$ cat src/verilog/jtbp_defs.svh
// Purpose: shared constants of the test access port and debug block
// Assumes: included by bare name from design files
// Notes: definitions only
`ifndef JTBP_DEFS_SVH
`define JTBP_DEFS_SVH

`define JTBP_IR_W 4
`define JTBP_IR_CAP 4'h1
`define JTBP_OP_SCAN 4'h8
`define JTBP_OP_EXEC 4'h9
`define JTBP_OP_BPCFG 4'hA
`define JTBP_OP_COMM 4'hB
`define JTBP_OP_BYP 4'hF
`define JTBP_DR_W 68
`define JTBP_LEN_SCAN 7'h10
`define JTBP_LEN_BPCFG 7'h44
`define JTBP_LEN_COMM 7'h09
`define JTBP_LEN_BYP 7'h01
`define JTBP_BPC_MODE_LO 0
`define JTBP_BPC_FLOW 2
`define JTBP_BPC_STEP 3
`define JTBP_BPC_ADDR_LO 4
`define JTBP_INSTR_RST 16'h0000
`define JTBP_FIFO_DEPTH 16
`define JTBP_COMM_W 8

`endif

$ cat src/verilog/jtbp_pkg.sv
// Purpose: types of the test access port and debug block
// Assumes: nothing
// Notes: tap states one-hot
package jtbp_pkg;

	typedef enum logic [15:0] {
		tap_tlr = 16'h0001, tap_rti = 16'h0002, tap_seldr = 16'h0004, tap_capdr = 16'h0008,
		tap_shdr = 16'h0010, tap_ex1dr = 16'h0020, tap_pdr = 16'h0040, tap_ex2dr = 16'h0080,
		tap_upddr = 16'h0100, tap_selir = 16'h0200, tap_capir = 16'h0400, tap_shir = 16'h0800,
		tap_ex1ir = 16'h1000, tap_pir = 16'h2000, tap_ex2ir = 16'h4000, tap_updir = 16'h8000
	} jtbp_tap_e;

	typedef enum logic [1:0] {
		bpm_four_prog = 2'h0,
		bpm_three_one = 2'h1,
		bpm_two_two = 2'h2,
		bpm_two_range = 2'h3
	} jtbp_bpm_e;

	typedef struct packed {
		logic [2:0] tck_s;
		logic [1:0] tms_s;
		logic [1:0] tdi_s;
		jtbp_tap_e tap;
		logic [3:0] ir_sh;
		logic [3:0] ir;
		logic [67:0] dr;
		logic [15:0] instr;
		logic instr_stb;
		jtbp_bpm_e bp_mode;
		logic flow_en;
		logic step_en;
		logic [3:0][15:0] bp_addr;
		logic tdo;
		logic tdo_oe;
		logic brk;
		logic [2:0] tms_ones;
	} jtbp_top_s;

	function automatic jtbp_tap_e jtbp_tap_next(input jtbp_tap_e s, input logic tms);
		jtbp_tap_e n;
		n = tap_tlr;
		case (s)
			tap_tlr: n = tms ? tap_tlr : tap_rti;
			tap_rti: n = tms ? tap_seldr : tap_rti;
			tap_seldr: n = tms ? tap_selir : tap_capdr;
			tap_capdr: n = tms ? tap_ex1dr : tap_shdr;
			tap_shdr: n = tms ? tap_ex1dr : tap_shdr;
			tap_ex1dr: n = tms ? tap_upddr : tap_pdr;
			tap_pdr: n = tms ? tap_ex2dr : tap_pdr;
			tap_ex2dr: n = tms ? tap_upddr : tap_shdr;
			tap_upddr: n = tms ? tap_seldr : tap_rti;
			tap_selir: n = tms ? tap_tlr : tap_capir;
			tap_capir: n = tms ? tap_ex1ir : tap_shir;
			tap_shir: n = tms ? tap_ex1ir : tap_shir;
			tap_ex1ir: n = tms ? tap_updir : tap_pir;
			tap_pir: n = tms ? tap_ex2ir : tap_pir;
			tap_ex2ir: n = tms ? tap_updir : tap_shir;
			tap_updir: n = tms ? tap_seldr : tap_rti;
			default: n = tap_tlr;
		endcase
		return n;
	endfunction

endpackage

$ cat src/verilog/jtbp_bp_if.sv
// Purpose: carries break point configuration and processor events
// Assumes: one clock, clk_sys
// Notes: ctl side is the port logic, bpu side the comparators
`timescale 1ns/1ns
interface jtbp_bp_if;
	import jtbp_pkg::*;
	jtbp_bpm_e mode;
	logic flow_en;
	logic step_en;
	logic [3:0][15:0] addr;
	logic [15:0] pc;
	logic pc_vld;
	logic [15:0] daddr;
	logic d_vld;
	logic flow;
	logic hit;
	modport ctl (output mode, flow_en, step_en, addr, pc, pc_vld, daddr, d_vld, flow, input hit);
	modport bpu (input mode, flow_en, step_en, addr, pc, pc_vld, daddr, d_vld, flow, output hit);
endinterface // jtbp_bp_if

$ cat src/verilog/jtbp_top.sv
// Purpose: test access port with processor scan, break points and debug byte channel
// Assumes: tck, tms, tdi asynchronous pins, tck well below clk_sys/4
// Notes: tck is sampled, not used as a clock
// Function
// - sixteen-state controller steps on rising tck by tms, starts in reset state
// - every scan register shifts least significant bit first, in and out
// - tms 1,1,0,0 reaches instruction shift; captured pattern 0x01 shifts out
// - loaded instruction picks the data register between tdi and tdo
// - tms 1,1,0 returns to idle; instruction latched in instruction update
// - instruction exit and pause states only navigate
// - in data shift, tdi enters the selected register each rising tck
// - last data bit enters on the edge where tms leaves shift
// - data captured in capture state shifts out on tdo
// - selected register with parallel output updates in data update state
// - data exit and pause states only navigate
// - data scans may follow instruction scans without passing idle
// - some instructions act while the controller sits in idle
// - five tck periods with tms high always reach reset state
// - debug logic: processor scan chain, break point unit, processor byte channel
// - debugger drives the processor by scanning instructions into it
// - processor returns results by writing the byte channel location
// - breaks on flow change, single step, program and combined break points
// - four break points in four configurable program/data/range mixes
`timescale 1ns/1ns
`include "jtbp_defs.svh"
module jtbp_top import jtbp_pkg::*; #(
	parameter int FIFO_DEPTH = `JTBP_FIFO_DEPTH
) (
	input wire logic clk_sys,
	input wire logic sys_rst,
	input wire logic tck,
	input wire logic tms,
	input wire logic tdi,
	output logic tdo,
	output logic tdo_oe,
	output logic [3:0] ir_out,
	input wire logic [15:0] cpu_pc,
	input wire logic cpu_pc_vld,
	input wire logic [15:0] cpu_daddr,
	input wire logic cpu_dacc,
	input wire logic cpu_flow_chg,
	output logic [15:0] cpu_instr,
	output logic cpu_instr_stb,
	output logic dbg_break,
	input wire logic [7:0] cpu_ocd_data,
	input wire logic cpu_ocd_wr,
	output logic cpu_ocd_ready
);
	jtbp_top_s st, nx;
	logic rise, fall, tms_i, tdi_i, pop;
	logic f_vld;
	logic [7:0] f_data;
	logic [6:0] len;

	jtbp_bp_if bpif();

	function automatic logic [6:0] dr_len(input logic [3:0] op);
		logic [6:0] l;
		l = `JTBP_LEN_BYP;
		if (op == `JTBP_OP_SCAN) begin
			l = `JTBP_LEN_SCAN;
		end else if (op == `JTBP_OP_BPCFG) begin
			l = `JTBP_LEN_BPCFG;
		end else if (op == `JTBP_OP_COMM) begin
			l = `JTBP_LEN_COMM;
		end
		return l;
	endfunction

	function automatic logic [67:0] dr_shift(input logic [67:0] d, input logic b, input logic [6:0] l);
		logic [67:0] r;
		r = d >> 1;
		r[l - 7'h01] = b;
		return r;
	endfunction

	// edge detection looks only at second and third stages
	assign rise = st.tck_s[1] & ~st.tck_s[2];
	assign fall = ~st.tck_s[1] & st.tck_s[2];
	assign tms_i = st.tms_s[1];
	assign tdi_i = st.tdi_s[1];
	assign len = dr_len(st.ir);

	always_comb begin
		nx = st;
		pop = 1'b0;
		nx.instr_stb = 1'b0;
		nx.tck_s = {st.tck_s[1:0], tck};
		nx.tms_s = {st.tms_s[0], tms};
		nx.tdi_s = {st.tdi_s[0], tdi};
		nx.brk = bpif.hit;
		if (rise) begin
			nx.tap = jtbp_tap_next(st.tap, tms_i);
			nx.tms_ones = tms_i ? ((st.tms_ones == 3'h7) ? 3'h7 : st.tms_ones + 3'h1) : 3'h0;
			// entering reset state restores bypass at once, not one tck later
			if (jtbp_tap_next(st.tap, tms_i) == tap_tlr) begin
				nx.ir = `JTBP_OP_BYP;
			end
			case (st.tap)
				tap_tlr: begin
					nx.ir = `JTBP_OP_BYP;
				end
				tap_rti: begin
					// repeats the scanned instruction once per tck in idle
					if (st.ir == `JTBP_OP_EXEC) begin
						nx.instr_stb = 1'b1;
					end
				end
				tap_capir: begin
					nx.ir_sh = `JTBP_IR_CAP;
				end
				tap_shir: begin
					nx.ir_sh = {tdi_i, st.ir_sh[3:1]};
				end
				tap_capdr: begin
					if (st.ir == `JTBP_OP_SCAN) begin
						nx.dr = {52'h0_0000_0000_0000, cpu_pc};
					end else if (st.ir == `JTBP_OP_BPCFG) begin
						nx.dr = {st.bp_addr, st.step_en, st.flow_en, st.bp_mode};
					end else if (st.ir == `JTBP_OP_COMM) begin
						// bit 8 tells the debugger whether the byte is fresh; empty buffer reads zero
						nx.dr = {59'h0, f_vld, f_vld ? f_data : 8'h00};
						pop = f_vld;
					end else begin
						nx.dr = '0;
					end
				end
				tap_shdr: begin
					nx.dr = dr_shift(st.dr, tdi_i, len);
				end
				default: begin
					nx.tap = jtbp_tap_next(st.tap, tms_i);
				end
			endcase
		end
		if (fall) begin
			nx.tdo_oe = (st.tap == tap_shir) | (st.tap == tap_shdr);
			if (st.tap == tap_shir) begin
				nx.tdo = st.ir_sh[0];
			end else if (st.tap == tap_shdr) begin
				nx.tdo = st.dr[0];
			end
			if (st.tap == tap_updir) begin
				nx.ir = st.ir_sh;
			end
			if (st.tap == tap_upddr) begin
				if (st.ir == `JTBP_OP_SCAN) begin
					nx.instr = st.dr[15:0];
				end else if (st.ir == `JTBP_OP_BPCFG) begin
					nx.bp_mode = jtbp_bpm_e'(st.dr[`JTBP_BPC_MODE_LO +: 2]);
					nx.flow_en = st.dr[`JTBP_BPC_FLOW];
					nx.step_en = st.dr[`JTBP_BPC_STEP];
					nx.bp_addr = st.dr[67:`JTBP_BPC_ADDR_LO];
				end
			end
		end
	end

	always_ff @(posedge clk_sys) begin
		if (sys_rst) begin
			st <= '0;
			st.tap <= tap_tlr;
			st.ir <= `JTBP_OP_BYP;
			st.instr <= `JTBP_INSTR_RST;
		end else begin
			st <= nx;
		end
	end

	// limitation: a full buffer stalls the processor, bytes are never dropped
	jtbp_fifo #(
		.WIDTH(`JTBP_COMM_W),
		.DEPTH(FIFO_DEPTH)
	) jtbp_fifo_i (
		.clk_sys(clk_sys),
		.sys_rst(sys_rst),
		.in_valid(cpu_ocd_wr),
		.in_ready(cpu_ocd_ready),
		.in_data(cpu_ocd_data),
		.out_valid(f_vld),
		.out_ready(pop),
		.out_data(f_data)
	);

	assign bpif.mode = st.bp_mode;
	assign bpif.flow_en = st.flow_en;
	assign bpif.step_en = st.step_en;
	assign bpif.addr = st.bp_addr;
	assign bpif.pc = cpu_pc;
	assign bpif.pc_vld = cpu_pc_vld;
	assign bpif.daddr = cpu_daddr;
	assign bpif.d_vld = cpu_dacc;
	assign bpif.flow = cpu_flow_chg;

	jtbp_bpu jtbp_bpu_i (
		.clk_sys(clk_sys),
		.sys_rst(sys_rst),
		.bp(bpif.bpu)
	);

	assign tdo = st.tdo;
	assign tdo_oe = st.tdo_oe;
	assign ir_out = st.ir;
	assign cpu_instr = st.instr;
	assign cpu_instr_stb = st.instr_stb;
	assign dbg_break = st.brk;
endmodule // jtbp_top

$ cat src/verilog/jtbp_fifo.sv
// Purpose: processor to debugger byte buffer
// Assumes: DEPTH a power of two
// Notes: read data registered; valid drops one cycle after each pop
`timescale 1ns/1ns
module jtbp_fifo #(
	parameter int WIDTH = 8,
	parameter int DEPTH = 16
) (
	input wire logic clk_sys,
	input wire logic sys_rst,
	input wire logic in_valid,
	output logic in_ready,
	input wire logic [WIDTH-1:0] in_data,
	output logic out_valid,
	input wire logic out_ready,
	output logic [WIDTH-1:0] out_data
);
	localparam int PW = $clog2(DEPTH);
	localparam int CW = $clog2(DEPTH + 1);

	typedef struct packed {
		logic [DEPTH-1:0][WIDTH-1:0] mem;
		logic [PW-1:0] wp;
		logic [PW-1:0] rp;
		logic [CW-1:0] cnt;
		logic in_rdy;
		logic out_vld;
		logic [WIDTH-1:0] dout;
	} jtbp_fifo_s;

	jtbp_fifo_s st, nx;
	logic push, pop;

	always_comb begin
		nx = st;
		push = in_valid & st.in_rdy;
		pop = out_ready & st.out_vld;
		if (push) begin
			nx.mem[st.wp] = in_data;
			nx.wp = st.wp + 1'b1;
		end
		if (pop) begin
			nx.rp = st.rp + 1'b1;
		end
		if (push & ~pop) begin
			nx.cnt = st.cnt + 1'b1;
		end else if (pop & ~push) begin
			nx.cnt = st.cnt - 1'b1;
		end
		nx.in_rdy = nx.cnt != CW'(DEPTH);
		// data is sampled one cycle behind the pointer, so a pop must hide the stale word
		nx.out_vld = (st.cnt != '0) & ~pop;
		nx.dout = st.mem[st.rp];
	end

	always_ff @(posedge clk_sys) begin
		if (sys_rst) begin
			st <= '0;
		end else begin
			st <= nx;
		end
	end

	assign in_ready = st.in_rdy;
	assign out_valid = st.out_vld;
	assign out_data = st.dout;
endmodule // jtbp_fifo

$ cat src/verilog/jtbp_bpu.sv
// Purpose: break point comparators
// Assumes: pc_vld pulses once per executed instruction
// Notes: hit is registered, one cycle after the event
`timescale 1ns/1ns
module jtbp_bpu import jtbp_pkg::*; (
	input wire logic clk_sys,
	input wire logic sys_rst,
	jtbp_bp_if.bpu bp
);
	typedef struct packed {
		logic hit;
	} jtbp_bpu_s;

	jtbp_bpu_s st, nx;
	logic [3:0] pm;
	logic prog_hit, data_hit, rng_hit;

	always_comb begin
		nx = st;
		for (int i = 0; i < 4; i++) begin
			pm[i] = bp.pc == bp.addr[i];
		end
		rng_hit = (bp.pc & bp.addr[3]) == (bp.addr[2] & bp.addr[3]);
		prog_hit = 1'b0;
		data_hit = 1'b0;
		case (bp.mode)
			bpm_four_prog: prog_hit = |pm;
			bpm_three_one: begin
				prog_hit = |pm[2:0];
				data_hit = bp.daddr == bp.addr[3];
			end
			bpm_two_two: begin
				prog_hit = |pm[1:0];
				data_hit = (bp.daddr == bp.addr[2]) | (bp.daddr == bp.addr[3]);
			end
			bpm_two_range: prog_hit = (|pm[1:0]) | rng_hit;
			default: prog_hit = 1'b0;
		endcase
		nx.hit = (bp.pc_vld & (prog_hit | bp.step_en | (bp.flow_en & bp.flow))) | (bp.d_vld & data_hit);
	end

	always_ff @(posedge clk_sys) begin
		if (sys_rst) begin
			st <= '0;
		end else begin
			st <= nx;
		end
	end

	assign bp.hit = st.hit;
endmodule // jtbp_bpu

$ cat config.mk
export PLATFORM = sky130hd
export DESIGN_NAME = jtbp_top
export DESIGN_NICKNAME = d
export VERILOG_FILES = /design/src/verilog/jtbp_pkg.sv /design/src/verilog/jtbp_bp_if.sv /design/src/verilog/jtbp_top.sv /design/src/verilog/jtbp_fifo.sv /design/src/verilog/jtbp_bpu.sv
export VERILOG_INCLUDE_DIRS = /design/src /design/src/verilog
export SDC_FILE = /design/constraint.sdc
export NUM_CORES = 1
export LEC_CHECK = 0
export BUFFER_PORTS_ARGS = -buffer_cell sky130_fd_sc_hd__buf_4
export CAP_MARGIN = 20
export CORE_UTILIZATION = 62
export DETAILED_ROUTE_END_ITERATION = 10
export GPL_ROUTABILITY_DRIVEN = 0
export PLACE_DENSITY = 0.86
export SLEW_MARGIN = 25
export SYNTH_ARGS = -nofsm -noshare
export SYNTH_HDL_FRONTEND = slang
export SYNTH_SLANG_ARGS = --single-unit
$ cat constraint.sdc
create_clock -name clk_sys -period 2.95 [get_ports clk_sys]
set_clock_uncertainty 0.05 [all_clocks]
set_input_delay 0.295 -clock clk_sys [delete_from_list [all_inputs] [get_ports clk_sys]]
set_output_delay 0.295 -clock clk_sys [all_outputs]
set_load 0.01 [all_outputs]
---- Yosys cells after proc, flatten, opt, wreduce, memory -nomap -nowiden ----
Index checks and enable logic that the tools add are counted.
word-level totals
  flip-flop bits (word level) ............. 339
  input port bits ......................... 49
  output and inout bits ................... 25
  word-level logic and storage cells ...... 181
operators by class
  reductions and logical operators ........ 21
  order comparisons ....................... 5
  add/sub/neg operators ................... 5
  bitwise gates (word level) .............. 25
  eq/ne operators ......................... 32
  multiplexer cells ....................... 51
operator list
  cell                                                                     number
  16-bit one-hot mux with 12 select lines                                  1
  16-bit one-hot mux with 9 select lines                                   1
  68-bit 2-to-1 mux                                                        2
  68-bit one-hot mux with 2 select lines                                   1
  128-bit bitwise mux                                                      1
  16-bit equality test                                                     7
  72-bit 2-to-1 mux                                                        1
  68-bit bitwise mux                                                       1
  16-bit 2-to-1 mux                                                        4
  13-bit one-hot mux with 3 select lines                                   1
  16-bit AND                                                               2
  8-bit binary-select mux with 4-bit select                                1
  8-bit demux with 4-bit select                                            1
  16-bit by 1-bit equality test with 1-bit output, second input constant   2
  8-bit 2-to-1 mux                                                         4
  9-bit 2-to-1 mux                                                         3
  4-bit 2-to-1 mux                                                         5
  16-bit by 10-bit equality test with 1-bit output, second input constant  1
  16-bit by 11-bit equality test with 1-bit output, second input constant  1
  16-bit by 12-bit equality test with 1-bit output, second input constant  1
  16-bit by 13-bit equality test with 1-bit output, second input constant  1
  16-bit by 14-bit equality test with 1-bit output, second input constant  1
  16-bit by 15-bit equality test with 1-bit output, second input constant  1
  16-bit equality test, second input constant                              1
  other kinds (48)                                                         94

---- Longest topological paths before layout ----
  depth in word-level cells ............... 14
  depth in mapped cells ................... 10
  mapped depth without buffers ............ 7

---- Cells and area by module ----
A second synthesis with hierarchy kept.
second synthesis, totals
  cells, all modules ...................... 1979
  area, all modules ....................... 16849.9 sq um
modules (own cells, without submodules)
  module     area an instance (sq um)  sequential area each (sq um)  times used  cells an instance
  jtbp_top   8475.6                    3743.6                        1           1069
  jtbp_fifo  6839.1                    3022.9                        1           724
  jtbp_bpu   1535.2                    20.0                          1           186

---- Least setup slack after synthesis ----
No wires, ideal clock.
  path kind ............................... register to register
  start ................................... register jtbp_fifo_i.st[15] in the netlist's numbering
  end ..................................... register jtbp_fifo_i.st (netlist bit jtbp_fifo_i.out_data[1])
  setup time .............................. 0.129 ns
  cell stages (with the launch flop) ...... 6
  data required time ...................... 2.771 ns
  path buffers ............................ 2
  path slack .............................. 0.597 ns
  clock period less this slack ............ 2.353 ns
  arrival ................................. 2.174 ns
  cell sequence ........................... dfxtp_1 buf_2 buf_1 mux4_2 mux4_2 nor2b_1
between the ends
  cells in the longest elaborated chain, start to end .. 2
RTL lines
  what                                       RTL line         RTL
  start: declaration                         jtbp_fifo.sv:31  jtbp_fifo_s st, nx;
  start signal: assignment                   jtbp_fifo.sv:60  st <= nx;
  8-bit binary-select mux with 4-bit select  jtbp_fifo.sv:53  nx.dout = st.mem[st.rp];
  8-bit 2-to-1 mux (not written as such)     jtbp_fifo.sv:53
Every way passes these cells. The select of a mux whose other input is x is not followed.
A chain may end at the register's enable or synchronous reset.

---- Final worst setup path ----
  start ................................... register st[179] in the netlist's numbering
  end ..................................... register st[129] in the netlist's numbering
between the ends
  cells in the longest elaborated chain, start to end .. 3
  elaborated cells between the ends (all ways) .. 5
  those cells by class .................... eq/ne: 2; mux: 1; reduce/logical: 2
RTL lines
  what                                                                                                                RTL line         RTL
  start: declaration                                                                                                  jtbp_top.sv:49   jtbp_top_s st, nx;
  start signal: assignment                                                                                            jtbp_top.sv:166  st <= nx;
  16-bit by 5-bit equality test with 1-bit output or 16-bit by 4-bit equality test with 1-bit output (tied branches)  jtbp_top.sv:99   case (st.tap)
  2-bit nonzero test (no source line)                                                                                 --
  2-bit AND reduction (no source line)                                                                                --
Parallel ways exist; a longest one is shown, timed or not.

==> run_results.csv <==
group,metric,value,unit
final_layout,fin_nets,1865,
final_layout,layout_commonest_cell,"dfxtp_1",
synthesis,yosys.area_share.simple,21.3,%
power,internal_power,7.58,mW
setup_path,critPathRequiredTime,3.29,ns
clock_tree,clk_latency,0.53,ns
synthesis,async_flop_share,0,%
sta,fmax,362,MHz
synthesis,seq_area_frac_synth,42.2,%
sta,finalCritPeriodShare,93.6,%
clock_tree,clockBufferDepth,3,
final_layout,drive_gt1_share,12.5,%
clock_tree,tritoncts,"built",
synthesis,netlist_instances,1791,
synthesis,synth_area,16100,um^2
floorplan,die-area,26600,um^2
drt,routed_via_density,6.31,
synthesis,synthXorXnorAreaFrac,6.15,%
placement,io_buffers,73,
synthesis,yosys.area.top_type,"dfxtp_1",
floorplan,dieWidth,163,um
power,p_sw,2.16,mW
sta,worst_slack,0.190,ns
sta,worst_slew_pin_slew,0.800,ns
setup_path,cp-start-kind,"register",
drt,first_iter_violations,1878,
placement,preCtsSetupSlack,0.274,ns
sta,rsz0062_at_grt,"no",
power,p_leak,6.74,nW
floorplan,die_h,163,um
power,pwr-share-seq,47.4,%
synthesis,synthAdderAreaFrac,2.18,%
clock_tree,cts_buffers,36,
final_layout,fill_cells,1768,
job,drv_cap,0,
global_route,grt_pass1_vias,13300,
global_route,antenna_found_initial,0,
drt,first_pass_iters,6,
synthesis,synth_edf_count,0,
synthesis,ys_top_cells_by_area,"dfxtp_1 (42%), mux2i_1 (8.2%), nand2_1 (5.7%)",
final_layout,design_area,18000,um^2
drt,wl_per_cell,19.7,um
power,ir_worst_vdd,0.520,mV
drt,wl,42.1,mm
placement,placed_area,16800,um^2
setup_path,r2r_setup_slack,0.19,ns
floorplan,io_pins,74,
setup_path,arrival,3.10,ns
worst_hold_path,hold_path_class,"in -> reg",
final_layout,n_antenna_cell,0,
clock_tree,cts_resized,0,
synthesis,synth_compound_gate_area_share,9.77,%
global_route,gr-usage-all-layers,31.8,%
power,pwr-share-comb,4.0,%
final_layout,layout_common_cells,"dfxtp_1 (338), nand2_1 (245), nor2_1 (222), mux2i_1 (132), a21oi_1 (122)",
sta,setup_viol,0,
sta,timing.setup.tns,0,ns
clock_tree,clockRootBuffer,"clkbuf_16",
synthesis,synth_top_area_share,42.2,%
setup_path,crit_fanout,47,
global_route,grt_pass1_wl,68.1,mm
global_route,grt_max_degree,118,
synthesis,syn_nets,1868,
clock_tree,clock-sinks,339,
sta,slew_violations,0,
setup_path,worstSetupPathType,"reg -> reg",
sta,hold_violations,0,
clock_tree,path_clk_slew,0.06,ns
power,switching_share,22.1,%
placement,hpwl,26.7,mm
drt,dr_total_vias,13500,
floorplan,start_util,63.6,%
synthesis,ys_seq_elements,339,
floorplan,core-area,25300,um^2
global_route,grt_overflow,0,
setup_path,end_kind,"register",
synthesis,ys_types,66,
floorplan,num_rows,58,
synthesis,synth_mux_area_share,13.9,%
drt,ant_nets,0,
drt,drc,0,
synthesis,synth_top_family_by_area,"simple AND/OR/NAND/NOR gates",
synthesis,ys_warn_count,0,
final_layout,area.growth.synth_to_final,12.1,%
power,powerDensity,540,nW/um^2
synthesis,synth_ff_type,"dfxtp_1",
outcome,outcome,"finished clean",
synthesis,syn_area_per_cell,8.99,um^2
sta,slew_headroom,46.7,%
sta,layout_min_cycle_time,2.76,ns
clock_tree,h-tree-depth,2,
power,power_frac_clock,48.5,%
## worst max-delay path, cell delays in order (launching register included)
cell	delay, ns
dfxtp_1	0.40
nor3_1	0.34
nand2b_1	0.25
or4_2	0.71
buf_4	0.31
and3_1	0.24
a211oi_1	0.23
nor3_1	0.08
## what timing repair did
action / 4_1_cts / 5_1_grt
hold buffers: 3 / 0
endpoints found under the hold margin: 3 / 0
buffers inserted: 0 / 0
## flip-flops by register name, summed over array words and instances, names as in the netlist, 2 cells and up
name	cells
st	91
nx	4
cpu_instr	16
jtbp_fifo_i.out_data	8
jtbp_fifo_i.st	141
bpif.addr	64
bpif.mode	2
ir_out	4
## path summary, 6_finish.rpt
check | depth (start not counted) | end | startpoint
setup / recovery | 7 | st[129] | st[179]
hold / removal | 3 | jtbp_fifo_i.st[42] | cpu_ocd_data[3]
setup reg to reg | 7 | st[129] | st[179]
hold reg to reg | 1 | st[184] | nx[184]
## cell families (layout without fill, tap and decap cells)
| kind of cell | after synthesis | in the layout |
|---|---|---|
| AND/OR/NAND/NOR | 733 | 733 |
| flip-flops | 339 | 339 |
| AO/OA/AOI/OAI | 243 | 243 |
| multiplexers | 174 | 174 |
| buffers and inverters | 161 | 184 |
| XOR/XNOR | 113 | 113 |
| adder cells (fa/ha/maj) | 28 | 28 |
## per-stage QoR
stage                     hold WS, ns  utilization [%]  std cells  power (mW)
final                           0.103             71.2       2144        9.74
after global routing            0.117             71.2       2144        10.0
after floorplan                 0.324                -       1791        4.93
after detailed placement        0.382             66.2       2077        5.10
after global placement          0.371             66.2       2077        5.08
after CTS                      0.0882             71.2       2144        9.77
## final cells by class
cell class / count / area, um^2 / share of cell area [%]
Multi-Input combinational cell: 1291 / 8620 / 47.8
Sequential cell: 339 / 6790 / 37.6
Clock buffer: 48 / 996 / 5.52
Timing Repair Buffer: 109 / 933 / 5.17
Tap cell: 330 / 413 / 2.29
Clock inverter: 16 / 245 / 1.36
Inverter: 11 / 41.3 / 0.229
## power by group through the flow
stage          combinational (mW)  sequential [mW]  clock [mW]
2_1_floorplan               0.214             4.71           0
3_3_place_gp                0.363             4.72           0
3_5_place_dp                0.374             4.72           0
4_1_cts                     0.384             4.62        4.77
5_1_grt                     0.416             4.62        4.97
6_report                    0.393             4.62        4.73
## synthesized netlist by cell type, drive strengths merged, types with 34 or more instances
library cell	count
a211oi	52
a21oi	122
and3	54
buf	54
clkbuf	96
dfxtp	339
mux2i	132
mux4	40
nand2	247
nor2	222
nor3	72
nor4	34
xor2	90
## per-layer routing
layer / part of all wire [%] / global-route usage, % / routed length, um
met4: 4.1 / 14.6 / 1720
met2: 49 / 54.0 / 20600
met3: 7.0 / 4.44 / 2930
met1: 40 / 39.9 / 16900
met5: 0 / 0 / 0
Note: power is estimated with default switching activity, not from simulation.
